### src/boot_map_pkg.sv
// constants and types shared by the boot mode selector and memory map
// assumes a single 125 MHz system clock
package boot_map_pkg;

    // ------------------------------------------------------------
    // clock and serial link timing
    // ------------------------------------------------------------
    localparam int CLK_HZ = 125_000_000;
    localparam int BOOT_BAUD = 9600;
    localparam int BAUD_DIV_DEFAULT = CLK_HZ / BOOT_BAUD;
    localparam int DATA_BITS = 8;

    // ------------------------------------------------------------
    // boot link bytes
    // ------------------------------------------------------------
    localparam logic [7:0] MATCH_BYTE = 8'h5a;
    localparam logic [7:0] CMD_FLASH_WRITE = 8'h30;
    localparam logic [7:0] CMD_RAM_LOAD = 8'h60;
    localparam logic [7:0] CMD_FLASH_SUM = 8'h90;
    localparam logic [7:0] CMD_PRODUCT_ID = 8'hc0;

    // ------------------------------------------------------------
    // memory map
    // ------------------------------------------------------------
    localparam logic [15:0] FLASH_BASE = 16'hc000;
    localparam logic [15:0] FLASH_LAST = 16'hffff;
    localparam logic [15:0] BOOT_BASE = 16'hf800;
    localparam logic [15:0] BOOT_LAST = 16'hffff;
    localparam logic [15:0] RAM_BASE = 16'h0040;
    localparam logic [15:0] RAM_LAST = 16'h023f;
    localparam logic [7:0] ERASED_BYTE = 8'hff;

    // ------------------------------------------------------------
    // resonator frequencies allowed in boot mode, in MHz
    // ------------------------------------------------------------
    localparam logic [7:0] FREQ_2 = 8'h02;
    localparam logic [7:0] FREQ_4 = 8'h04;
    localparam logic [7:0] FREQ_8 = 8'h08;
    localparam logic [7:0] FREQ_16 = 8'h10;

    // ------------------------------------------------------------
    // types
    // ------------------------------------------------------------
    typedef struct packed {
        logic flash;
        logic boot_rom;
        logic ram;
    } map_sel_type;

    typedef struct packed {
        logic test;
        logic rx;
        logic tx;
    } straps_type;

    typedef enum logic [4:0] {
        OP_NONE = 5'b00001,
        OP_FLASH_WRITE = 5'b00010,
        OP_RAM_LOAD = 5'b00100,
        OP_FLASH_SUM = 5'b01000,
        OP_PRODUCT_ID = 5'b10000
    } op_type;

    typedef enum logic [3:0] {
        RX_IDLE = 4'b0001,
        RX_START = 4'b0010,
        RX_DATA = 4'b0100,
        RX_STOP = 4'b1000
    } rx_state_type;

    typedef enum logic [2:0] {
        LK_WAIT = 3'b001,
        LK_READY = 3'b010,
        LK_RUN = 3'b100
    } link_state_type;

endpackage

### src/boot_mode_select_and_map.sv
// boot mode selection from straps, memory map decode, boot serial link
// assumes pins arrive asynchronously; the pad resolves two-way pins from the enables
`timescale 1ns/1ps
module boot_mode_select_and_map
    import boot_map_pkg::*;
#(
    parameter int BAUD_DIV = BAUD_DIV_DEFAULT
)
(
    input wire logic clk,
    input wire logic sys_rst,
    input wire logic test_strap_pin,
    input wire logic reset_pin_in,
    output logic reset_pin_out,
    output logic reset_pin_oe_n,
    input wire logic internal_error_reset,
    input wire logic port1_bit0_pin,
    input wire logic port1_bit1_pin_in,
    output logic port1_bit1_pin_out,
    output logic port1_bit1_pin_oe_n,
    input wire logic [7:0] resonator_mhz,
    input wire logic [15:0] cpu_addr,
    output map_sel_type mem_sel,
    output logic [13:0] flash_index,
    output logic [10:0] boot_rom_index,
    output logic [8:0] ram_index,
    output logic app_mode_run,
    output logic boot_program_run,
    output logic boot_clock_bad,
    output logic link_matched,
    output logic [7:0] rx_data,
    output logic rx_valid,
    output op_type op_code,
    output logic op_valid,
    input wire logic [7:0] tx_data,
    input wire logic tx_start,
    output logic tx_busy
);

    // ------------------------------------------------------------
    // pin synchronisers
    // ------------------------------------------------------------
    logic [3:0] pin_meta;
    logic [3:0] pin_sync;

    always_ff @(posedge clk or posedge sys_rst)
    begin
        if (sys_rst)
        begin
            // reset pin seen as held until the real level has passed both flops
            pin_meta <= 4'h0;
            pin_sync <= 4'h0;
        end
        else
        begin
            pin_meta <= {port1_bit1_pin_in, port1_bit0_pin, test_strap_pin, reset_pin_in};
            pin_sync <= pin_meta;
        end
    end

    wire logic reset_held = ~pin_sync[0];
    wire straps_type straps_now = '{test: pin_sync[1], rx: pin_sync[2], tx: pin_sync[3]};

    // ------------------------------------------------------------
    // mode latch and run qualifiers
    // ------------------------------------------------------------
    logic boot_mode;

    function automatic logic freq_ok(input logic [7:0] mhz);
        freq_ok = (mhz == FREQ_2) || (mhz == FREQ_4) || (mhz == FREQ_8) || (mhz == FREQ_16);
    endfunction

    // tracks straps only while reset is held, so the value frozen is the last one before release
    wire logic next_boot_mode = straps_now.test & straps_now.rx & straps_now.tx;
    wire logic clock_ok = freq_ok(resonator_mhz);
    wire logic next_boot_run = boot_mode & ~reset_held & clock_ok;
    wire logic next_app_run = ~boot_mode & ~reset_held;

    always_ff @(posedge clk or posedge sys_rst)
    begin
        if (sys_rst)
            boot_mode <= 1'b0;
        else if (reset_held)
            boot_mode <= next_boot_mode;
    end

    always_ff @(posedge clk or posedge sys_rst)
    begin
        if (sys_rst)
        begin
            boot_program_run <= 1'b0;
            app_mode_run <= 1'b0;
            boot_clock_bad <= 1'b0;
            reset_pin_out <= 1'b0;
            reset_pin_oe_n <= 1'b1;
        end
        else
        begin
            boot_program_run <= next_boot_run;
            app_mode_run <= next_app_run;
            boot_clock_bad <= boot_mode & ~reset_held & ~clock_ok;
            reset_pin_out <= 1'b0;
            reset_pin_oe_n <= ~internal_error_reset;
        end
    end

    // ------------------------------------------------------------
    // memory map decode
    // ------------------------------------------------------------
    wire logic in_boot_range = (cpu_addr >= BOOT_BASE) && (cpu_addr <= BOOT_LAST);
    wire logic in_flash_range = (cpu_addr >= FLASH_BASE) && (cpu_addr <= FLASH_LAST);
    wire logic in_ram_range = (cpu_addr >= RAM_BASE) && (cpu_addr <= RAM_LAST);
    wire logic next_boot_sel = boot_mode & in_boot_range;
    wire logic next_flash_sel = in_flash_range & ~next_boot_sel;
    wire logic [15:0] ram_offset = cpu_addr - RAM_BASE;
    wire map_sel_type next_sel = '{flash: next_flash_sel, boot_rom: next_boot_sel,
                                   ram: in_ram_range};

    always_ff @(posedge clk or posedge sys_rst)
    begin
        if (sys_rst)
        begin
            mem_sel <= '0;
            flash_index <= '0;
            boot_rom_index <= '0;
            ram_index <= '0;
        end
        else
        begin
            mem_sel <= next_sel;
            flash_index <= cpu_addr[13:0];
            boot_rom_index <= cpu_addr[10:0];
            ram_index <= ram_offset[8:0];
        end
    end

    // ------------------------------------------------------------
    // serial receiver, 8n1
    // ------------------------------------------------------------
    localparam logic [15:0] BIT_LAST = 16'(BAUD_DIV - 1);
    localparam logic [15:0] HALF_LAST = 16'(BAUD_DIV / 2 - 1);
    localparam logic [2:0] LAST_BIT = 3'(DATA_BITS - 1);

    rx_state_type rx_state;
    logic [15:0] rx_cnt;
    logic [2:0] rx_bit;
    logic [7:0] rx_shift;
    logic rx_done;
    logic rx_stop_ok;

    // the line idles high outside boot mode so no frame can start
    wire logic rx_line = boot_program_run ? pin_sync[2] : 1'b1;
    wire logic rx_tick = (rx_cnt == BIT_LAST);

    always_ff @(posedge clk or posedge sys_rst)
    begin
        if (sys_rst)
        begin
            rx_state <= RX_IDLE;
            rx_cnt <= '0;
            rx_bit <= '0;
            rx_shift <= '0;
            rx_done <= 1'b0;
            rx_stop_ok <= 1'b0;
        end
        else
        begin
            rx_done <= 1'b0;
            rx_cnt <= rx_cnt + 16'h0001;
            case (rx_state)
                RX_IDLE:
                begin
                    rx_cnt <= '0;
                    if (!rx_line)
                        rx_state <= RX_START;
                end
                RX_START:
                    if (rx_cnt == HALF_LAST)
                    begin
                        rx_cnt <= '0;
                        rx_bit <= '0;
                        rx_state <= rx_line ? RX_IDLE : RX_DATA;
                    end
                RX_DATA:
                    if (rx_tick)
                    begin
                        rx_cnt <= '0;
                        rx_shift <= {rx_line, rx_shift[7:1]};
                        rx_bit <= rx_bit + 3'h1;
                        if (rx_bit == LAST_BIT)
                            rx_state <= RX_STOP;
                    end
                RX_STOP:
                    if (rx_tick)
                    begin
                        rx_done <= 1'b1;
                        rx_stop_ok <= rx_line;
                        rx_state <= RX_IDLE;
                    end
                default:
                    rx_state <= RX_IDLE;
            endcase
        end
    end

    // ------------------------------------------------------------
    // match, echo and command decode
    // ------------------------------------------------------------
    link_state_type link_state;
    logic echo_req;

    wire logic rx_good = rx_done & rx_stop_ok;
    wire logic match_seen = rx_good && (rx_shift == MATCH_BYTE);
    wire op_type next_op = (rx_shift == CMD_FLASH_WRITE) ? OP_FLASH_WRITE :
                           (rx_shift == CMD_RAM_LOAD) ? OP_RAM_LOAD :
                           (rx_shift == CMD_FLASH_SUM) ? OP_FLASH_SUM :
                           (rx_shift == CMD_PRODUCT_ID) ? OP_PRODUCT_ID : OP_NONE;

    always_ff @(posedge clk or posedge sys_rst)
    begin
        if (sys_rst)
        begin
            link_state <= LK_WAIT;
            echo_req <= 1'b0;
            link_matched <= 1'b0;
            rx_data <= '0;
            rx_valid <= 1'b0;
            op_code <= OP_NONE;
            op_valid <= 1'b0;
        end
        else
        begin
            echo_req <= 1'b0;
            rx_valid <= 1'b0;
            op_valid <= 1'b0;
            if (!boot_program_run)
            begin
                link_state <= LK_WAIT;
                link_matched <= 1'b0;
                op_code <= OP_NONE;
            end
            else
                case (link_state)
                    LK_WAIT:
                        if (match_seen)
                        begin
                            echo_req <= 1'b1;
                            link_matched <= 1'b1;
                            link_state <= LK_READY;
                        end
                    LK_READY:
                        if (rx_good)
                        begin
                            rx_data <= rx_shift;
                            rx_valid <= 1'b1;
                            op_code <= next_op;
                            op_valid <= 1'b1;
                            link_state <= LK_RUN;
                        end
                    LK_RUN:
                        if (rx_good)
                        begin
                            rx_data <= rx_shift;
                            rx_valid <= 1'b1;
                        end
                    default:
                        link_state <= LK_WAIT;
                endcase
        end
    end

    // ------------------------------------------------------------
    // serial transmitter, 8n1
    // ------------------------------------------------------------
    logic [8:0] tx_shift;
    logic [3:0] tx_bits;
    logic [15:0] tx_cnt;
    logic tx_line;

    wire logic user_tx_ok = tx_start & (link_state != LK_WAIT) & boot_program_run;
    wire logic tx_load = ~tx_busy & (echo_req | user_tx_ok);
    wire logic [7:0] tx_byte = echo_req ? MATCH_BYTE : tx_data;

    always_ff @(posedge clk or posedge sys_rst)
    begin
        if (sys_rst)
        begin
            tx_busy <= 1'b0;
            tx_line <= 1'b1;
            tx_shift <= '1;
            tx_bits <= '0;
            tx_cnt <= '0;
        end
        else if (tx_load)
        begin
            tx_busy <= 1'b1;
            tx_line <= 1'b0;
            tx_shift <= {1'b1, tx_byte};
            tx_bits <= 4'(DATA_BITS + 1);
            tx_cnt <= '0;
        end
        else if (tx_busy)
        begin
            tx_cnt <= tx_cnt + 16'h0001;
            if (tx_cnt == BIT_LAST)
            begin
                tx_cnt <= '0;
                if (tx_bits == 4'h0)
                    tx_busy <= 1'b0;
                else
                begin
                    tx_line <= tx_shift[0];
                    tx_shift <= {1'b1, tx_shift[8:1]};
                    tx_bits <= tx_bits - 4'h1;
                end
            end
        end
    end

    always_ff @(posedge clk or posedge sys_rst)
    begin
        if (sys_rst)
        begin
            port1_bit1_pin_out <= 1'b1;
            port1_bit1_pin_oe_n <= 1'b1;
        end
        else
        begin
            port1_bit1_pin_out <= tx_line;
            port1_bit1_pin_oe_n <= ~next_boot_run;
        end
    end

endmodule

### config.mk
export PLATFORM = sky130hd
export DESIGN_NAME = boot_mode_select_and_map
export DESIGN_NICKNAME = d
export VERILOG_FILES = /design/src/boot_map_pkg.sv /design/src/boot_mode_select_and_map.sv
export SDC_FILE = /design/constraint.sdc
export NUM_CORES = 1
export LEC_CHECK = 0
export CAP_MARGIN = 20
export CORE_MARGIN = 8
export CORE_UTILIZATION = 43
export DETAILED_ROUTE_END_ITERATION = 10
export DONT_BUFFER_PORTS = 1
export HOLD_SLACK_MARGIN = 0.08
export SYNTH_ARGS = -nofsm -noshare
export SYNTH_HDL_FRONTEND = slang
export SYNTH_SLANG_ARGS = --single-unit
### constraint.sdc
create_clock -name clk -period 3.9 [get_ports clk]
set_clock_uncertainty 0.1 [all_clocks]
set_input_delay 0.585 -clock clk [delete_from_list [all_inputs] [get_ports clk]]
set_output_delay 0.585 -clock clk [all_outputs]
set_load 0.01 [all_outputs]
After elaboration in Yosys (flattened, before gate mapping):

Cells that the tools add are included.

* register bits: 136
* bits of input ports: 40
* output and inout port bits: 61

* add/sub/neg operators: 5
* magnitude comparators: 5
* eq/ne operators: 34
* mux-type cells: 58
* bitwise operators: 19
* reduce and logical (&&, ||, !) cells: 21

Operator list (count)
* two-way mux 16 bit: 5
* one-hot mux 16 bit (3 select lines): 1
* two-way mux 4 bit: 9
* two-way mux 9 bit: 4
* two-way mux 5 bit: 7
* adder 16 x 1 -> 16 bit, second input constant: 2
* == test 16 x 14 -> 1 bit, second input constant: 2
* greater-or-equal comparator 16 bit, second input constant: 2
* two-way mux 1 bit: 22
* two-way mux 3 bit: 6
* == test 16 x 13 -> 1 bit, second input constant: 1
* == test 8 x 7 -> 1 bit, second input constant: 2
* == test 8 bit, second input constant: 2
* greater-or-equal comparator 16 x 7 -> 1 bit, second input constant: 1
* less-or-equal comparator 16 x 10 -> 1 bit, second input constant: 1
* less-or-equal comparator 16 bit, second input constant: 1
* one-hot mux 4 bit (4 select lines): 1
* != test 2 bit, second input constant: 7
* bitwise AND 1 bit: 12
* AND reduction 3 bit: 4
* one-hot mux 3 bit (3 select lines): 1
* subtractor 9 x 7 -> 9 bit, second input constant: 1
* == test 8 x 2 -> 1 bit, second input constant: 1
* == test 8 x 3 -> 1 bit, second input constant: 1
* 26 further kinds: 46

Longest topological paths before layout:

* depth after elaboration: 8
* depth in mapped cells: 8
* depth with buffers taken out: 6

Least setup slack after synthesis:

OpenSTA, ideal clock, no wires.

* path type: register to register
* from: reg rx_cnt[2]
* to: reg rx_shift[1]
* setup time: 125 ps
* arrival: 2086 ps
* data required time: 3675 ps
* slack: 1589 ps
* stages on the path, launching flop included: 7
* buffers on the path: 2
* clock period less this slack: 2311 ps
* cells stage by stage: dfrtp_1 > clkbuf_1 > or4b_1 > nor4_1 > and2_0 > buf_2 > mux2_2

* longest elaborated chain between the ends: 2

RTL lines
* from (decl): line boot_mode_select_and_map.sv:145 `logic [15:0] rx_cnt;`
* from (signal assigned): line boot_mode_select_and_map.sv:169 `rx_cnt <= rx_cnt + 16'h0001;`
* == test 16 x 14 -> 1 bit: line boot_mode_select_and_map.sv:153 `wire logic rx_tick = (rx_cnt == BIT_LAST);`
* AND reduction 2 bit (no line)
* to (signal assigned): line boot_mode_select_and_map.sv:188 `rx_shift <= {rx_line, rx_shift[7:1]};`
* to (decl): line boot_mode_select_and_map.sv:147 `logic [7:0] rx_shift;`

No other way between the ends.
A chain may end at the register's enable or synchronous reset.

Worst setup path in the final report:

* from: reg rx_cnt[2]
* to: reg rx_cnt[13]

* longest elaborated chain between the ends: 3
* elaborated cells on any way between the ends: 6
* those cells by class: 1 x add/sub; 2 x eq/ne; 3 x mux

RTL lines
* adder 16 x 1 -> 16 bit (tied with other cells): line boot_mode_select_and_map.sv:169
* two-way mux 16 bit (on tied branches): line boot_mode_select_and_map.sv:185, boot_mode_select_and_map.sv:178
* one-hot mux 16 bit (3 select lines) (*): line boot_mode_select_and_map.sv:170 `case (rx_state)`

Mark *: on every way between the ends. The rest lies on a longest branch, timed or not.

==> reports/metrics.csv <==
metric,value,unit
outcome,"complete, no violations",
top-level port count,101,
sequential cell area in the final layout,2970,µm²
overall power of the completed layout,0.00308,W
power share of the combinational group,0.016,
standard cell core area,12500,µm²
maximum buffer depth of the clock tree,2,
post-synthesis average cell area,10.9,µm²
setup_tns,0,ns
instance count along the most critical hold path,0,
final setup margin,1.23,ns
Vias,3767,
endpoint arrival time on the critical path,2.81,ns
Die H,129,µm
startpoint of the worst-slack reg-to-reg timing path,rx_cnt[2],
wire length of the first global-routing pass,19500,µm
net switching power,0.000606,W
DPL Wire Length,8090,µm
top_reg_cell synth,sky130_fd_sc_hd__dfrtp_1,
ys async rst share,1.00,
Post-Place Setup Slack,1.28,ns
power density of the placed cells,499,nW/µm²
switching share of power,0.197,
total routed wirelength,11700,µm
final setup violation count,0,
hold path start,port1_bit0_pin,
final weighted congestion in routability-driven placement,0.828,
RSZ-0062 raised after global routing,false,
period utilisation layout,0.684,
class of the tightest hold or removal check,in -> reg,
"Core Util, Final",0.494,
count of nets after finishing,536,
CTS H-tree depth,4,
Iteration-0 DRC Markers,273,
CTS Buf Count,17,
number of instances in the synthesized netlist,503,
Hold Path Sink,pin_meta[2],
Row Count,41,
overall die width,129,µm
Top Usage Layer GRT,met2,
leftover overflow at the end of global routing,0,
synthesis-stage register bit count,118,
path type of the worst setup path,reg -> reg,
Reg power frac,0.413,
number of enable-type register cells in the synthesized netlist,0,
reg2reg end,rx_cnt[13],
"most common cell after layout, fill and taps aside",sky130_fd_sc_hd__dfrtp_1,
Post-Syn Nets,553,
met2 layer usage reported by global route,0.235,
crit path launch type,register,
proportion of layout cells with a drive suffix above 1,0.164,
distinct cell type count after synthesis,63,
Tmin final,2.67,ns
drt wl/cell,17.5,µm
Clock Sink Count,118,
cts-stage hold buffer count,1,
Final Hold Viols,0,
die area,16600,µm²
number of gates given a new drive strength after cts,0,
peak supply drop,301,µV
area occupied by multi-input gates,2210,µm²
via count of the first global-routing pass,3824,
sequential area share after synthesis,0.543,
"commonest non-fill, non-tap cells in the layout","sky130_fd_sc_hd__dfrtp_1, sky130_fd_sc_hd__nand2_1, sky130_fd_sc_hd__a21oi_1",
synthesis-to-finish area growth,12.8,%
Antenna Cells,0,
pin count of the biggest net entering global routing,72,
post-detailed-route via-to-cell ratio,5.61,
transition time at the pin with the least slew margin,0.919,ns
reg-to-reg setup timing slack,1.23,ns
clock power share,0.571,
Skew-Pair Late Insertion Delay,0.41,ns
number of warnings reported in the yosys synthesis log,0,
fraction of synthesized cell area taken by the top area cell type,0.471,
global routing usage on met3,0.0468,
Critical Path RT,4.05,ns
cell-internal power,0.00247,W
cell leakage power,2.52,nW
remaining max-slew budget at the tightest pin,0.382,
largest fanout on the critical path,16,
total placed cells including tap cells,638,
post-route ant nets,0,
combined area of all synthesized cells,5480,µm²
final-layout fill cell count,1133,
Global Route Usage Sum,0.149,
count of pins over their slew limit,0,
Port Buffers,0,
Maximum Capacitance Violations,0,
drt drc,0,
count of non-filler cells in the finished layout,671,
"Reg clk slew, reported paths",0.05,ns
nature of the critical path endpoint,register,
clock tree root buffer cell,sky130_fd_sc_hd__clkbuf_16,
global routing usage on met1,0.185,
number of antenna violations at the first check in global routing,0,
Post CTS Setup Buffer Count,0,
initial standard-cell utilization of the core,0.438,
"area leader, netlist",sky130_fd_sc_hd__dfrtp_1,
main area contributors after synthesis,"sky130_fd_sc_hd__dfrtp_1, sky130_fd_sc_hd__dfstp_2, sky130_fd_sc_hd__mux2_2",
CTS tree,built,
first-pass iteration count of the detailed router,4,
number of cell instances on the worst register-to-register path,4,
Max Freq,0.375,GHz
-- metrics by stage --
step           hold WS [ns]  cell area, µm²
2_1_floorplan         0.231            5480
3_5_place_dp          0.249            5500
3_3_place_gp          0.244            5500
6_report             0.0975            6180
5_1_grt              0.0819            6180
4_1_cts              0.0845            6180
-- per-layer routing --
layer,vias to the layer above,wire (µm)
met2,80,5770
met5,-,0
met1,1881,5320
met4,0,127
li1,1795,-
met3,11,521
-- final cells by class --
| cell class | count | area share |
|---|---|---|
| repair buffers | 5 | 0.00648 |
| clock buffers | 20 | 0.0723 |
| clock inverters | 12 | 0.0365 |
| multi-input cells | 325 | 0.357 |
| inverters | 19 | 0.0119 |
| flip-flops and latches | 118 | 0.481 |
| well taps | 172 | 0.0348 |
-- state kept, by name, indices dropped and copies added (netlist names), 4 cells and up --
register and cells:
boot_rom_index 4, op_code 5, rx_cnt 16, rx_state 4, ram_index 9, rx_data 8
pin_meta 4, tx_cnt 16, rx_shift 8, tx_bits 4, tx_shift 8, flash_index 4
pin_sync 4
-- Yosys cell counts (3+ instances only) --
library cell / instances
sky130_fd_sc_hd__dfstp_2: 15
sky130_fd_sc_hd__o211ai_1: 4
sky130_fd_sc_hd__dfrtp_1: 103
sky130_fd_sc_hd__o21ai_0: 19
sky130_fd_sc_hd__or4b_2: 5
sky130_fd_sc_hd__and4_1: 3
sky130_fd_sc_hd__or4_1: 7
sky130_fd_sc_hd__nor2_1: 23
sky130_fd_sc_hd__ha_1: 10
sky130_fd_sc_hd__nor3_1: 8
sky130_fd_sc_hd__or3_1: 4
sky130_fd_sc_hd__nand2b_1: 9
sky130_fd_sc_hd__clkbuf_1: 18
sky130_fd_sc_hd__xnor2_1: 5
sky130_fd_sc_hd__a221o_1: 5
sky130_fd_sc_hd__nand3_1: 18
sky130_fd_sc_hd__nor4_1: 13
sky130_fd_sc_hd__mux2_2: 18
sky130_fd_sc_hd__and3_1: 4
sky130_fd_sc_hd__nand4_1: 14
sky130_fd_sc_hd__xor2_1: 10
sky130_fd_sc_hd__buf_4: 18
sky130_fd_sc_hd__mux2i_1: 5
sky130_fd_sc_hd__o31ai_1: 5
sky130_fd_sc_hd__buf_2: 4
sky130_fd_sc_hd__nand4b_1: 8
sky130_fd_sc_hd__a22oi_1: 8
sky130_fd_sc_hd__inv_1: 19
sky130_fd_sc_hd__a22o_1: 4
sky130_fd_sc_hd__a21oi_1: 25
sky130_fd_sc_hd__nor2b_1: 9
sky130_fd_sc_hd__nand3b_1: 4
sky130_fd_sc_hd__a31oi_1: 8
sky130_fd_sc_hd__nand2_1: 33
-- critical path, stage by stage (launching register included) --
cell and delay [ns]:
sky130_fd_sc_hd__dfrtp_1 0.46, sky130_fd_sc_hd__or4b_1 0.54, sky130_fd_sc_hd__nor4_1 0.57, sky130_fd_sc_hd__a22o_1 0.63, sky130_fd_sc_hd__a22oi_1 0.19
-- worst max path at each step --
stage                    to  slack (ns)  cells after the start  startpoint
3_3_place_gp     tx_bits[2]        1.38                      4   tx_cnt[5]
4_1_cts          rx_cnt[13]        1.27                      4   rx_cnt[2]
5_1_grt          rx_cnt[13]        1.04                      4   rx_cnt[2]
3_5_place_dp     rx_cnt[15]        1.28                      4   rx_cnt[2]
2_1_floorplan  app_mode_run        0.11                      1     sys_rst
6_report         rx_cnt[13]        1.23                      4   rx_cnt[2]
-- power groups by stage --
stage / Combinational [W] / Clock, W / Sequential, W
after floorplan: 0.0000577 / 0 / 0.00128
after global placement: 0.0000508 / 0 / 0.00129
after detailed placement: 0.0000521 / 0 / 0.00129
after CTS: 0.0000528 / 0.00179 / 0.00127
after global routing: 0.0000605 / 0.00185 / 0.00127
final: 0.0000505 / 0.00176 / 0.00127
-- logic make-up after synthesis --
family / Yosys count / synth area share
simple gates: 177 / 0.188
flops: 118 / 0.543
compound gates: 99 / 0.121
buf+inv: 60 / 0.0546
mux: 23 / 0.0461
xor+xnor: 15 / 0.0240
fa+ha+maj: 10 / 0.0228
other cells: 1 / 0.000685
(Power assumes the default switching activity.)
